## src/core/ekwdt_pkg.sv

```systemverilog
/*
 * Constants, timing counts and pin carrier type for the edge-kicked watchdog.
 * Assumes a single 20 MHz system clock; the typical times and the kick minimum are converted to cycles here.
 */
`default_nettype none

package ekwdt_pkg;

	// System clock
	localparam int unsigned CLK_HZ         = 20_000_000;
	localparam int unsigned CLK_PERIOD_NS  = 50;
	localparam int unsigned CYC_PER_MS     = CLK_HZ / 1000;

	// Timeout period, in milliseconds (min, typ, max)
	localparam int unsigned TIMEOUT_MIN_MS = 1120;
	localparam int unsigned TIMEOUT_TYP_MS = 1600;
	localparam int unsigned TIMEOUT_MAX_MS = 2400;
	localparam int unsigned TIMEOUT_CYC    = TIMEOUT_TYP_MS * CYC_PER_MS;

	// Fault pulse period, in milliseconds (min, typ, max)
	localparam int unsigned PULSE_MIN_MS   = 140;
	localparam int unsigned PULSE_TYP_MS   = 200;
	localparam int unsigned PULSE_MAX_MS   = 280;
	localparam int unsigned PULSE_CYC      = PULSE_TYP_MS * CYC_PER_MS;

	// Shortest kick level that must be seen; least time, so round up
	localparam int unsigned KICK_MIN_NS    = 50;
	localparam int unsigned KICK_MIN_RAW   = (KICK_MIN_NS + CLK_PERIOD_NS - 1) / CLK_PERIOD_NS;
	localparam int unsigned KICK_MIN_CYC   = (KICK_MIN_RAW < 1) ? 1 : KICK_MIN_RAW;

	// Weak driver is high for the last eighth of the timeout period
	localparam int unsigned DRIVE_HI_DIV   = 8;

	// Counter width and reset values
	localparam int unsigned CNT_W          = 32;
	localparam logic        FAULT_N_RST    = 1'b0;
	localparam logic        DRIVE_RST      = 1'b0;
	localparam logic        OE_N_RST       = 1'b1;

	// Kick pin carrier: weak drive level and its enable (low while driving)
	typedef struct packed {
		logic drive;
		logic oe_n;
	} ekwdt_kick_pin_type;

	// Controller states
	typedef enum logic [2:0] {
		ST_LOCK  = 3'b001,
		ST_PULSE = 3'b010,
		ST_RUN   = 3'b100
	} ekwdt_state_type;

endpackage

`default_nettype wire

```

## src/core/ekwdt_top.sv

```systemverilog
/*
 * Edge-kicked watchdog timer: timeout counter, fault pulse timer, power-good
 * lockout handling and the weak self-servicing driver on the kick pin.
 * Assumes kick_input and power_good_lockout are synchronous to clk_sys, and
 * that the bench resolves the kick wire from the weak drive and its enable.
 */
`timescale 1ns/1ps
`default_nettype none

module ekwdt_top #(
	parameter int unsigned TIMEOUT_CYC = ekwdt_pkg::TIMEOUT_CYC,
	parameter int unsigned PULSE_CYC   = ekwdt_pkg::PULSE_CYC
) (
	input  wire logic                           clk_sys,            // 20 MHz system clock
	input  wire logic                           rst,                // Async reset, active high
	input  wire logic                           power_good_lockout, // High while supply is too low
	input  wire logic                           kick_input,         // Resolved kick pin level
	output var  ekwdt_pkg::ekwdt_kick_pin_type  kick_pin,           // Weak drive and enable
	output var  logic                           fault_pulse_n       // Fault output, active low
);
	import ekwdt_pkg::*;

	localparam logic [CNT_W-1:0] TIMEOUT_LAST = CNT_W'(TIMEOUT_CYC - 1);
	localparam logic [CNT_W-1:0] PULSE_LAST   = CNT_W'(PULSE_CYC - 1);
	localparam logic [CNT_W-1:0] DRIVE_HI_AT  = CNT_W'(TIMEOUT_CYC - TIMEOUT_CYC / DRIVE_HI_DIV);

	ekwdt_state_type  state_reg;
	ekwdt_state_type  state_next;
	logic [CNT_W-1:0] cnt_reg;
	logic [CNT_W-1:0] cnt_next;
	logic [CNT_W-1:0] pcnt_reg;
	logic [CNT_W-1:0] pcnt_next;
	logic             kick_prev_reg;
	logic             kick_edge;

	// One sample of history is enough: a single-cycle level is an edge
	assign kick_edge = (kick_input != kick_prev_reg);

	// Shared decode: the state holds across this edge, so its counter may advance
	function automatic logic stays_in(
		input ekwdt_state_type cur, // Present state
		input ekwdt_state_type nxt, // Next state
		input ekwdt_state_type st   // State asked about
	);
		return (cur == st) && (nxt == st);
	endfunction

	// Next state; lockout overrides everything
	always_comb begin
		state_next = state_reg;
		case (state_reg)
			ST_LOCK: begin
				if (!power_good_lockout) begin
					state_next = ST_PULSE;
				end
			end
			ST_PULSE: begin
				if (pcnt_reg == PULSE_LAST) begin
					state_next = ST_RUN;
				end
			end
			ST_RUN: begin
				if (!kick_edge && cnt_reg == TIMEOUT_LAST) begin
					state_next = ST_PULSE;
				end
			end
			default: begin
				state_next = ST_LOCK;
			end
		endcase
		if (power_good_lockout) begin
			state_next = ST_LOCK;
		end
	end

	// Timeout counter; an edge wins over expiry in the same cycle
	always_comb begin
		cnt_next = '0;
		if (stays_in(state_reg, state_next, ST_RUN)) begin
			if (kick_edge) begin
				cnt_next = '0;
			end else begin
				cnt_next = cnt_reg + CNT_W'(1);
			end
		end
	end

	// Pulse counter, only runs inside a fault pulse
	always_comb begin
		pcnt_next = '0;
		if (stays_in(state_reg, state_next, ST_PULSE)) begin
			pcnt_next = pcnt_reg + CNT_W'(1);
		end
	end

	// State register
	always_ff @(posedge clk_sys or posedge rst) begin
		if (rst) begin
			state_reg <= ST_LOCK;
		end else begin
			state_reg <= state_next;
		end
	end

	// Counters; timeout counter held at zero outside normal timing
	always_ff @(posedge clk_sys or posedge rst) begin
		if (rst) begin
			cnt_reg  <= '0;
			pcnt_reg <= '0;
		end else begin
			cnt_reg  <= cnt_next;
			pcnt_reg <= pcnt_next;
		end
	end

	// Kick history for edge detection
	always_ff @(posedge clk_sys or posedge rst) begin
		if (rst) begin
			kick_prev_reg <= DRIVE_RST;
		end else begin
			kick_prev_reg <= kick_input;
		end
	end

	// Fault output registered from next state so it moves with the state
	always_ff @(posedge clk_sys or posedge rst) begin
		if (rst) begin
			fault_pulse_n <= FAULT_N_RST;
		end else begin
			fault_pulse_n <= (state_next == ST_RUN);
		end
	end

	// Weak driver: a floating pin follows it and so sees an edge at 7/8
	always_ff @(posedge clk_sys or posedge rst) begin
		if (rst) begin
			kick_pin.drive <= DRIVE_RST;
			kick_pin.oe_n  <= OE_N_RST;
		end else begin
			kick_pin.drive <= (state_next == ST_RUN) && (cnt_next >= DRIVE_HI_AT);
			kick_pin.oe_n  <= 1'b0;
		end
	end
endmodule

`default_nettype wire

```

## config.mk

```make
export PLATFORM = sky130hd
export DESIGN_NAME = ekwdt_top
export DESIGN_NICKNAME = d
export VERILOG_FILES = /design/src/core/ekwdt_pkg.sv /design/src/core/ekwdt_top.sv
export SDC_FILE = /design/constraint.sdc
export NUM_CORES = 1
export LEC_CHECK = 0
export ABC_CLOCK_PERIOD_IN_PS = 2300
export BUFFER_PORTS_ARGS = -buffer_cell sky130_fd_sc_hd__buf_2
export CAP_MARGIN = 15
export CORE_UTILIZATION = 59
export CTS_BUF_LIST = sky130_fd_sc_hd__clkbuf_4 sky130_fd_sc_hd__clkbuf_8
export DETAILED_ROUTE_END_ITERATION = 8
export GPL_TIMING_DRIVEN = 0
export PLACE_DENSITY = 0.75
export SYNTH_ARGS = -nofsm -noshare
export SYNTH_HDL_FRONTEND = slang
export SYNTH_SLANG_ARGS = --single-unit
```

## constraint.sdc

```tcl
create_clock -name clk_sys -period 2.3 [get_ports clk_sys]
set_clock_uncertainty 0.1 [all_clocks]
set_input_delay 0.23 -clock clk_sys [delete_from_list [all_inputs] [get_ports clk_sys]]
set_output_delay 0.23 -clock clk_sys [all_outputs]
set_load 0.1 [all_outputs]
```

==> implementation parameters <==
Parameter                              Value

Power and ir drop
  Maximum resistive drop on vdd ... ~350 uV
  Total power density per cell area ... 518 nW/um2
  Sum of internal, switching and leakage power ... 2.36 mW
  Leakage ... 1.79 nW

Critical path
  Biggest cell delay along the critical path ... 420 ps
  Reg2reg start ... cnt_reg[0]$_DFF_PP0_
  Critical Path End Type ... register
  Max Fanout on Critical Path ... 9
  Worst Path Buf+Inv ... 1
  Slowest stage cell, crit path ... dfrtp_1
  Worst Setup Path Type ... reg -> reg
  Data arrival, critical path ... 2480 ps
  R2r worst-path depth ... 8
  Worst Setup Start Kind ... register
  Kind of cell adding the most delay to the critical path ... simple AND/OR/NAND/NOR gates
  Worst reg-to-reg setup slack ... -4 ps
  Crit path required time ... 2470 ps
  Cell chain of the critical path ... and4_1 -> buf_4 -> nand4_4 -> nor4_2 -> xor2_1 -> nor4_1 -> o2111ai_1 -> o211ai_2
  Reg-to-Reg End ... kick_pin[1]$_DFF_PP0_

Clocking
  Maximum count of clock buffers along a single path ... 2
  Clock transition at the registers of the reported paths ... about 70 ps
  Clock tree from TritonCTS ... yes
  Root buf cell ... clkbuf_8
  Clock Sink Count ... 71
  Htree depth ... 3
  Source-to-sink clock delay at the later pin of the worst-skew pair ... around 350 ps
  TritonCTS Buffers ... 9

Timing
  Unrepaired setup endpoints after global routing ... yes
  Fin. Hold Viols ... 0
  Final count of negative-setup-slack endpoints ... 1
  Tightest Pin Transition ... ~850 ps
  Final total negative setup slack ... -4.11 ps
  Part of the cycle the worst path needs ... 1.00
  Post-route setup slack ... -4.11 ps
  Number of pins exceeding their max-slew limit in the final report ... 0
  Relative slew margins ... 0.433
  Minimum period implied by the final worst setup slack ... 2300 ps
  Maximum clock frequency ... 434 MHz

Floorplan
  Row Count ... 29
  Core region area ... approximately 6400 um2
  Die outline area ... 7020 um2
  Die X ... 83.8 um
  Io pins ... 7
  Chip Height ... 83.8 um
  Initial core utilization ... 0.618

Synthesis
  Number of flops mapped to enable cells by yosys ... 0
  Leading cell types by count after synthesis ... 79 x nor2_1, 69 x dfrtp_1, 35 x xnor2_1, 29 x xor2_1, 27 x nand3_1
  Number of distinct library cells after synthesis ... 52
  Leading register cell type out of synthesis ... dfrtp_1
  Most frequently used cell type in the post-synthesis netlist ... nor2_1
  Post-synthesis instance area ... around 3900 um2
  Async SR Flop Fraction ... 1.00
  Synthesized instance count ... 422
  Share of the synthesized area in the top cell type ... 0.438
  Total of flip-flops plus latches after synthesis ... 71
  Syn. warnings ... 0
  Synth area leader ... dfrtp_1
  Largest cells by area after synthesis ... dfrtp_1 44%, xnor2_1 7.8%, nor2_1 7.5%
  Post-Syn Area per Cell ... 9.35 um2
  Synthesized Nets ... 428
  Share of the yosys chip area belonging to registers ... 0.451

Placed design
  Port buffer count ... 6
  DP Wirelength ... 5550 um
  Number of cells in the design after placement ... 505
  Routability Congestion ... 0.922

Status
  Status ... finished, violations left
  Violated checks ... negative setup slack

Global routing
  Antenna violations before repair ... 0
  Largest net degree at the start of global routing ... 72
  Number of global-route vias before repair ... 3192
  Overflow after GRT ... 0
  Total GRT Usage ... 0.264
  Global-route wire length before repair ... roughly 15000 um

Cells and area
  Proportion of layout cells with a drive suffix above 1 ... 0.189
  Number of standard cells in the final layout excluding fillers ... approximately 530
  Nets@finish ... 457
  Area growth from synthesis to final layout ... 15.4%
  Diodes inserted ... 0
  Number of fill cells ... between 400 and 500
  Final Util ... 0.713

Job
  Max Cap Viol ... 0

Routing
  Routed WL ... 8520 um
  Number of remaining DRC errors ... 0
  Number of antenna-violating nets in the routed design ... 0
  Number of vias per cell ... ~5.9
  Count of routing violations after the opening detailed-route iteration ... 245
  Average wire length per cell after detail routing ... 16.0 um
  Iteration count of the initial detailed-routing pass ... 4
  Via Count ... 3146

Min path
  Startpoint of the tightest hold check path ... power_good_lockout
  Path class of the lowest-slack min-delay path ... in -> reg
  WHS Endpoint ... state_reg[1]$_DFF_PP0_
  Hold Path Depth ... 2
[cell type report]
type | count | area, um2 | share of cell area
buffer | 19 | 128 | 0.0280
timing repair buffer | 20 | 140 | 0.0308
tap | 77 | 96.3 | 0.0212
clock inverter | 5 | 57.6 | 0.0126
multi-input combinational | 319 | 2160 | 0.475
sequential | 71 | 1780 | 0.391
inverter | 11 | 43.8 | 0.00962
clock buffer | 11 | 145 | 0.0319
[placed cells by master, fill, tap and decap left out, drive strengths merged, types with 3 or more instances in the layout]
cell type | Yosys | routed
xor2 | 29 | 29
and3 | 8 | 8
buf | 17 | 34
nor4 | 18 | 18
clkbuf | 4 | 14
nand2b | 3 | 3
or4 | 3 | 3
and4 | 5 | 5
a211oi | 3 | 3
clkinv | 0 | 4
nand4 | 26 | 26
dfrtp | 69 | 69
a21oi | 6 | 6
inv | 11 | 11
nor3 | 13 | 13
a31oi | 4 | 4
nand3 | 27 | 27
nor2 | 79 | 79
o21ai | 5 | 5
nor2b | 4 | 4
nand2 | 20 | 20
or2 | 3 | 3
and2 | 5 | 5
xnor2 | 35 | 35
[cell families after synthesis]
group / count (synthesis) / share of synthesized area
simple gates: 223 / 0.311
flops: 71 / 0.451
xor+xnor: 64 / 0.142
buf+inv: 32 / 0.0371
compound gates: 27 / 0.0463
fa+ha+maj: 2 / 0.00634
mux: 2 / 0.00507
other cells: 1 / 0.000951
[power by group]
part | leakage [nW] | switching (mW) | internal (mW)
Combinational | 0.707 | 0.0539 | 0.0215
Clock | 0.107 | 0.475 | 0.543
Sequential | 0.980 | 0.00829 | 1.26
[per-layer routing]
layer / track usage / wire length, um / up-vias
li1: - / - / 1516
met1: 0.333 / 3690 / 1520
met2: 0.441 / 4190 / 82
met3: 0.0415 / 349 / 28
met4: 0.136 / 285 / 0
met5: 0 / 0 / -
[worst max path at each step]
stage | from | endpoint | slack (ps) | cells past startpoint
floorplan | cnt_reg[0]$_DFF_PP0_ | kick_pin[1]$_DFF_PP0_ | 100 | 8
global placement | rst | kick_pin[1]$_DFF_PP0_ | -650 | 2
detailed placement | pcnt_reg[0]$_DFF_PP0_ | pcnt_reg[22]$_DFF_PP0_ | -340 | 9
CTS | pcnt_reg[2]$_DFF_PP0_ | pcnt_reg[31]$_DFF_PP0_ | 1 | 7
global route | cnt_reg[16]$_DFF_PP0_ | kick_pin[1]$_DFF_PP0_ | -140 | 8
finish | cnt_reg[0]$_DFF_PP0_ | kick_pin[1]$_DFF_PP0_ | -4 | 8
[worst reg2reg max path, delay by kind of cell, from the launching register on]
| family | cells | cell delay, ps |
|---|---|---|
| AND/OR/NAND/NOR | 4 | 1070 |
| flip-flops | 1 | 420 |
| AO/OA/AOI/OAI | 2 | 290 |
| buffers and inverters | 1 | 180 |
| XOR/XNOR | 1 | 160 |
[through the flow]
step | worst slack (ps) | area, um2 | hold WS, ps
6_report | -4.11 | 4550 | 7.15
4_1_cts | 0.968 | 4430 | 1.35
3_3_place_gp | -652 | 4070 | 286
2_1_floorplan | 95.2 | 3950 | 161
5_1_grt | -138 | 4550 | 16.8
3_5_place_dp | -341 | 4070 | 286
[repair_timing]
action | 4_1_cts | 5_1_grt
pin swaps | 2 | 5
hold endpoints to repair | 47 | 0
hold buffers | 2 | 0
gates resized for setup | 20 | 18
setup endpoints to repair | 63 | 62
setup buffers | 7 | 5
Note: power is estimated with default switching activity, not from simulation.
